**src/inc/fwsb_pkg.sv**
```systemverilog
// Package for the flash write-status polling controller
package fwsb_pkg;

  // Status bit positions on the data lines
  localparam int unsigned DATA_POLLING_POS = 7;
  localparam int unsigned TOGGLE_ONE_POS   = 6;
  localparam int unsigned TIMEOUT_FAIL_POS = 5;
  localparam int unsigned ERASE_WIN_POS    = 3;
  localparam int unsigned SECTOR_TOG_POS   = 2;

  // Command bytes and unlock addresses
  localparam logic [7:0]  CMD_RESET        = 8'hF0;
  localparam logic [7:0]  CMD_UNLOCK1      = 8'hAA;
  localparam logic [7:0]  CMD_UNLOCK2      = 8'h55;
  localparam logic [7:0]  CMD_PROGRAM      = 8'hA0;
  localparam logic [7:0]  CMD_ERASE_SETUP  = 8'h80;
  localparam logic [7:0]  CMD_SECTOR_ERASE = 8'h30;
  localparam logic [7:0]  CMD_CHIP_ERASE   = 8'h10;
  localparam logic [18:0] ADDR_UNLOCK1     = 19'h00555;
  localparam logic [18:0] ADDR_UNLOCK2     = 19'h002AA;

  // Bus timing in clock cycles (200 MHz clock)
  localparam int unsigned CLK_MHZ          = 200;
  localparam int unsigned STROBE_NS        = 60;
  localparam int unsigned STROBE_CYC       = (STROBE_NS * CLK_MHZ + 999) / 1000;
  localparam int unsigned RECOVER_NS       = 20;
  localparam int unsigned RECOVER_CYC      = (RECOVER_NS * CLK_MHZ + 999) / 1000;

  // User orders
  typedef enum logic [1:0] {
    FWSB_OP_PROGRAM,
    FWSB_OP_SECTOR_ERASE,
    FWSB_OP_CHIP_ERASE,
    FWSB_OP_POLL
  } fwsb_op_t;

  typedef struct packed {
    fwsb_op_t    op;
    logic [18:0] addr;
    logic [7:0]  data;
  } fwsb_req_t;

  // Outcome of an order
  typedef struct packed {
    logic       ok;
    logic       fail;
    logic       window_closed;
    logic [7:0] last_read;
  } fwsb_rsp_t;

  // Flash bus pins
  typedef struct packed {
    logic        ce_n;
    logic        oe_n;
    logic        we_n;
    logic [18:0] addr;
    logic [7:0]  dout;
    logic        doe;
  } fwsb_pins_t;

endpackage : fwsb_pkg

```
**src/core/fwsb_ctrl.sv**
```systemverilog
// Host controller that commands the flash and polls its write-status bits
`timescale 1ns/1ps
`default_nettype none
// Function
// - Host double-reads, compares toggle bit; unchanged means done.
// - Still toggling: check timeout bit, recheck toggle, fail then reset.
// - Host restarts from the double read after leaving polling.
// - After timeout failure host writes the reset command.
// - Host may skip window bit only with sub-50 us command spacing.
// - Host checks window bit before and after each added sector command; code sends one sector per order, reads it on first and final steady poll reads.
// - Status valid only at programmed address or erasing sector address.
module fwsb_ctrl
  import fwsb_pkg::*;
(
  input  wire logic        clk,          // 200 MHz clock
  input  wire logic        rst,          // Async reset, active high
  input  wire logic        req_valid,    // Order strobe
  input  wire fwsb_req_t   req,          // Order contents
  output logic             req_ready,    // Idle, order accepted
  output logic             rsp_valid,    // One-cycle outcome pulse
  output fwsb_rsp_t        rsp,          // Outcome contents
  output fwsb_pins_t       pins,         // Flash control, address, data out
  input  wire logic [7:0]  data_lines_in // Flash data lines
);

  typedef enum logic [2:0] {
    FWSB_IDLE, FWSB_WR, FWSB_RD, FWSB_GAP, FWSB_DONE
  } fwsb_state_t;

  // Bus cycle phase and sequencing state
  fwsb_state_t state_q;
  fwsb_req_t   req_q;
  logic [2:0]  step_q;       // Command write index
  logic [2:0]  len_q;        // Command write count
  logic [7:0]  tmr_q;
  logic [1:0]  reads_q;      // Reads since poll (re)start, stops at 1
  logic        prev_tog_q;   // Toggle bit one from previous read
  logic        fail_seen_q;  // Timeout bit seen while still toggling
  logic        win_before_q; // Window bit from the first read of the poll
  logic        polling_q;
  logic        result_ok_q;
  logic        result_fail_q;
  logic        result_win_q;
  logic [7:0]  last_q;

  logic [18:0] wr_addr;
  logic [7:0]  wr_data;
  logic        tog_now;

  // Command table: unlock pair, opcode, then operand writes
  always_comb begin
    wr_addr = ADDR_UNLOCK1;
    wr_data = CMD_UNLOCK1;
    case (step_q)
      3'h0: begin wr_addr = ADDR_UNLOCK1; wr_data = CMD_UNLOCK1; end
      3'h1: begin wr_addr = ADDR_UNLOCK2; wr_data = CMD_UNLOCK2; end
      3'h2: begin
        wr_addr = ADDR_UNLOCK1;
        wr_data = (req_q.op == FWSB_OP_PROGRAM) ? CMD_PROGRAM : CMD_ERASE_SETUP;
      end
      3'h3: begin
        wr_addr = (req_q.op == FWSB_OP_PROGRAM) ? req_q.addr : ADDR_UNLOCK1;
        wr_data = (req_q.op == FWSB_OP_PROGRAM) ? req_q.data : CMD_UNLOCK1;
      end
      3'h4: begin wr_addr = ADDR_UNLOCK2; wr_data = CMD_UNLOCK2; end
      3'h5: begin
        wr_addr = (req_q.op == FWSB_OP_SECTOR_ERASE) ? req_q.addr : ADDR_UNLOCK1;
        wr_data = (req_q.op == FWSB_OP_SECTOR_ERASE) ? CMD_SECTOR_ERASE : CMD_CHIP_ERASE;
      end
      3'h6: begin wr_addr = '0; wr_data = CMD_RESET; end
      default: begin wr_addr = ADDR_UNLOCK1; wr_data = CMD_UNLOCK1; end
    endcase
  end

  assign tog_now = data_lines_in[TOGGLE_ONE_POS];

  // Bus sequencer; reads always target the order's address so that
  // the sector toggle and data-polling bits are valid there
  always_ff @(posedge clk or posedge rst) begin
    if (rst) begin
      state_q       <= FWSB_IDLE;
      req_q         <= '0;
      step_q        <= 3'h0;
      len_q         <= 3'h0;
      tmr_q         <= 8'h00;
      reads_q       <= 2'h0;
      prev_tog_q    <= 1'b0;
      fail_seen_q   <= 1'b0;
      win_before_q  <= 1'b0;
      polling_q     <= 1'b0;
      result_ok_q   <= 1'b0;
      result_fail_q <= 1'b0;
      result_win_q  <= 1'b0;
      last_q        <= 8'h00;
      pins          <= '{ce_n: 1'b1, oe_n: 1'b1, we_n: 1'b1, addr: '0, dout: '0, doe: 1'b0};
      req_ready     <= 1'b1;
      rsp_valid     <= 1'b0;
      rsp           <= '0;
    end else begin
      rsp_valid <= 1'b0;
      case (state_q)
        FWSB_IDLE: begin
          if (req_valid) begin
            req_q         <= req;
            req_ready     <= 1'b0;
            reads_q       <= 2'h0;
            fail_seen_q   <= 1'b0;
            result_fail_q <= 1'b0;
            result_ok_q   <= 1'b0;
            if (req.op == FWSB_OP_POLL) begin
              polling_q <= 1'b1;
              state_q   <= FWSB_GAP;
              tmr_q     <= 8'h00;
            end else begin
              polling_q <= 1'b0;
              step_q    <= 3'h0;
              len_q     <= (req.op == FWSB_OP_PROGRAM) ? 3'h4 : 3'h6;
              state_q   <= FWSB_GAP;
              tmr_q     <= 8'h00;
            end
          end
        end
        FWSB_GAP: begin
          pins.ce_n <= 1'b1;
          pins.oe_n <= 1'b1;
          pins.we_n <= 1'b1;
          pins.doe  <= 1'b0;
          if (tmr_q < 8'(RECOVER_CYC)) begin
            tmr_q <= tmr_q + 8'h01;
          end else begin
            tmr_q <= 8'h00;
            if (!polling_q) begin
              pins.addr <= wr_addr;
              pins.dout <= wr_data;
              pins.doe  <= 1'b1;
              pins.ce_n <= 1'b0;
              pins.we_n <= 1'b0;
              state_q   <= FWSB_WR;
            end else begin
              pins.addr <= req_q.addr;
              pins.ce_n <= 1'b0;
              pins.oe_n <= 1'b0;
              state_q   <= FWSB_RD;
            end
          end
        end
        FWSB_WR: begin
          if (tmr_q < 8'(STROBE_CYC)) begin
            tmr_q <= tmr_q + 8'h01;
          end else begin
            // Rising write strobe latches the byte
            tmr_q     <= 8'h00;
            pins.we_n <= 1'b1;
            state_q   <= FWSB_GAP;
            if (step_q == 3'h6 || step_q + 3'h1 == len_q) begin
              polling_q <= (step_q != 3'h6);
              reads_q   <= 2'h0;
              if (step_q == 3'h6) state_q <= FWSB_DONE;
            end else begin
              step_q <= step_q + 3'h1;
            end
          end
        end
        FWSB_RD: begin
          if (tmr_q < 8'(STROBE_CYC)) begin
            tmr_q <= tmr_q + 8'h01;
          end else begin
            // Sample at end of read strobe; each full strobe is one toggle step
            tmr_q      <= 8'h00;
            pins.oe_n  <= 1'b1;
            pins.ce_n  <= 1'b1;
            last_q     <= data_lines_in;
            prev_tog_q <= tog_now;
            state_q    <= FWSB_GAP;
            if (reads_q == 2'h0) begin
              reads_q      <= 2'h1;
              win_before_q <= data_lines_in[ERASE_WIN_POS];
            end else if (tog_now == prev_tog_q) begin
              // Steady toggle is success even after the timeout bit was seen
              result_ok_q  <= 1'b1;
              result_win_q <= data_lines_in[ERASE_WIN_POS];
              state_q      <= FWSB_DONE;
            end else if (fail_seen_q) begin
              // Still toggling after timeout bit: failure, reset flash
              result_fail_q <= 1'b1;
              polling_q     <= 1'b0;
              step_q        <= 3'h6;
            end else if (data_lines_in[TIMEOUT_FAIL_POS]) begin
              fail_seen_q <= 1'b1;
            end
          end
        end
        FWSB_DONE: begin
          // Reset write comes here with no gap, so let go of the bus now
          pins.ce_n <= 1'b1;
          pins.we_n <= 1'b1;
          pins.doe  <= 1'b0;
          rsp_valid <= 1'b1;
          rsp       <= '{ok: result_ok_q & ~result_fail_q, fail: result_fail_q,
                         window_closed: result_win_q | win_before_q, last_read: last_q};
          req_ready <= 1'b1;
          polling_q <= 1'b0;
          state_q   <= FWSB_IDLE;
        end
        default: state_q <= FWSB_IDLE;
      endcase
    end
  end

endmodule : fwsb_ctrl
`default_nettype wire

```
**config.mk**
```make
export PLATFORM = sky130hd
export DESIGN_NAME = fwsb_ctrl
export DESIGN_NICKNAME = d
export VERILOG_FILES = /design/src/inc/fwsb_pkg.sv /design/src/core/fwsb_ctrl.sv
export SDC_FILE = /design/constraint.sdc
export NUM_CORES = 1
export LEC_CHECK = 0
export BUFFER_PORTS_ARGS = -buffer_cell sky130_fd_sc_hd__buf_2
export CAP_MARGIN = 5
export CELL_PAD_IN_SITES_DETAIL_PLACEMENT = 1
export CELL_PAD_IN_SITES_GLOBAL_PLACEMENT = 1
export CORE_ASPECT_RATIO = 0.8
export CORE_MARGIN = 4
export CORE_UTILIZATION = 40
export DETAILED_ROUTE_END_ITERATION = 16
export GPL_TIMING_DRIVEN = 0
export PLACE_DENSITY = 0.78
export SLEW_MARGIN = 20
export SYNTH_ARGS = -nofsm -noshare
export SYNTH_HDL_FRONTEND = slang
export SYNTH_SLANG_ARGS = --single-unit
```
**constraint.sdc**
```tcl
create_clock -name clk -period 5.8 [get_ports clk]
set_clock_uncertainty 0.2 [all_clocks]
set_input_delay 1.16 -clock clk [delete_from_list [all_inputs] [get_ports clk]]
set_output_delay 1.16 -clock clk [all_outputs]
set_load 0.1 [all_outputs]
```
==> reports/qor.txt <==
drt drc - 0
grt ovf - 0
Fin. Hold Viols - 0
synthesis warning total - 0
post-synth net total - 509
Post-CTS Setup Bufs - 0
die height - 105.7 um
crit-path max FO - 5
hold buffer count at CTS - 0
Slew Limit Fails - 0
number of buffers created by CTS - 9
die area - 0.01376 sq mm
worst hold path class - flop to flop
GRT Overall Usage - 0.1994
final period utilization - 0.5363
Post-synth EDFFs - 0
Ports - 84
Starting Density - 0.4115
Avg Inst Size Synth - 10.31 sq um
Syn-to-layout area delta - 20.07%
# resized after CTS - 0
Main synth FF type - dfrtp_1
status - finished, final reports clean
initial antenna violation count - 0
DR iter-0 viols - 166
Crit path arrival time - 3.15 ns
clk slew on worst S/H paths - 0.08 ns
Synth Instances - 463
WL/cell - 18.36 um
Nets - 604
drt first pass iters - 4
dpl cells - 695
H-Tree Depth - 3
die width - 130.2 um
diode count - 0
reg2reg path depth - 6
worst rel slew slack - 0.4133
vias in the first global route - 4166
crit end category - flop
port bufs - 83
post-synthesis sequential area ratio - 0.5460
Clock Path Buffers - 2
Cell Rows - 35
Finished Layout Cells - 711
layout cells sized above 1 - 0.2771
antenna-violating nets left - 0
RSZ-0062 raised after global routing - no
vias per cell - 5.461
synthesized cell area - 0.004776 sq mm
Async S/R FF share, synth - 1.000
root buffer cell - clkbuf_16
DP HPWL - 9383 um
CP Class - input pin to flop
largest net degree at the start of global routing - 63
synth unique cells - 53
setup TNS - 0 ns
post-synthesis register bit count - 104
vias post-DR - 3883
Post-Route WL - 13050 um
Core Region - 0.01160 sq mm
Data required, critical path - 5.84 ns
Startpoint Class - input pin
Clock Latency Late Sink - 0.35 ns
first-pass GRT wire length - 21650 um
CTS tree - done
Worst-Margin Slew - 0.8579 ns
shortest period the worst path allows - 3.110 ns
final setup violation count - 0
Fmax - 0.3215 GHz
Hold Crit Depth - 2
Final Wtd Congestion - 0.9487
Num Clock Sinks - 104
MaxCap Viol Count - 0
kinds of logic after synthesis:
logic type               synth area share
buffers and inverters             0.03222
adder cells (fa/ha/maj)           0.01572
AO/OA/AOI/OAI                      0.1643
flip-flops                         0.5460
AND/OR/NAND/NOR                    0.1244
XOR/XNOR                          0.01650
multiplexers                       0.1009
final timing paths:
check	start	endpoint	slack, ns
worst min-delay path	rsp[8]	rsp[8]	0.28
worst min register to register	rsp[8]	rsp[8]	0.28
max in group asynchronous	rst	pins[17]	4.16
worst max register to register	state_q[0]	step_q[2]	2.98
min in group asynchronous	rst	tmr_q[4]	0.61
worst max-delay path	data_lines_in[6]	step_q[2]	2.69
routing by layer:
metal,vias to the layer above,wire length [um],track usage
li1,1808,-,-
met1,1958,5879,0.2698
met2,98,6143,0.3122
met3,19,802,0.05674
met4,0,226,0.05712
met5,-,0,0
worst max-delay path, cell delays in order:
cell and delay, ns:
buf_2 0.12, xnor2_1 0.20, o31a_1 0.27, a2111oi_0 0.77, o21a_1 0.28, mux2_2 0.35
flip-flops by register name, summed over array words and instances, names as in the netlist, 2 cells and up:
signal	cells
last_q	8
len_q	2
pins	31
req_q	29
rsp	11
state_q	3
step_q	3
tmr_q	8
cell usage after synthesis (3+ instances only):
library cell | number | area (sq um)
a21o_1 | 5 | 37.54
a21oi_1 | 21 | 105.1
a2bb2oi_1 | 6 | 52.55
a31oi_1 | 4 | 25.02
buf_2 | 3 | 15.01
clkbuf_1 | 22 | 82.58
dfrtp_1 | 100 | 2502
dfstp_2 | 4 | 105.1
ha_1 | 6 | 75.07
inv_1 | 12 | 45.04
mux2_2 | 41 | 461.7
nand2_1 | 83 | 311.6
nand3_1 | 8 | 40.04
nor2_1 | 26 | 97.59
nor3_1 | 3 | 15.01
o211ai_1 | 7 | 52.55
o21a_1 | 8 | 60.06
o21ai_0 | 45 | 225.2
o22ai_1 | 7 | 43.79
xnor2_1 | 4 | 35.03
xor2_1 | 5 | 43.79
per-stage QoR:
| step | area, sq um | util | setup slack (ns) | hold slack [ns] |
|---|---|---|---|---|
| global route | 5734 | 0.4941 | 2.644 | 0.2972 |
| detailed placement | 5409 | 0.4661 | 2.389 | 0.2638 |
| CTS | 5734 | 0.4941 | 2.747 | 0.2837 |
| floorplan | 4776 | - | 1.714 | 0.2401 |
| global placement | 5376 | 0.4633 | 0.5481 | 0.2541 |
| finish | 5734 | 0.4941 | 2.690 | 0.2814 |
final cells by class:
| class | instances | area (sq um) |
|---|---|---|
| inverters | 13 | 53.80 |
| multi-input cells | 319 | 2014 |
| plain buffers | 27 | 105.1 |
| well taps | 148 | 185.2 |
| clock inverters | 7 | 100.1 |
| clock buffers | 9 | 225.2 |
| repair buffers | 84 | 442.9 |
| fillers | 1301 | 5871 |
| flip-flops and latches | 104 | 2608 |
layout by cell type, fill, tap and decap left out, types with 3 or more instances in the layout:
cell       count
xnor2_1        4
dfrtp_1      100
o21a_1         8
a31oi_1        4
dfstp_2        4
xor2_1         5
mux2_2        41
ha_1           6
nor3_1         3
a21o_1         5
a2bb2oi_1      6
o22ai_1        7
buf_2         86
a21oi_1       21
nand3_1        8
clkbuf_16      9
clkbuf_1      22
o211ai_1       7
inv_1         11
o21ai_0       45
nor2_1        26
nand2_1       83
Power is left out: the tool's default activity adds up to more than one toggle a clock period on the data nets, which glitch-free logic cannot reach.
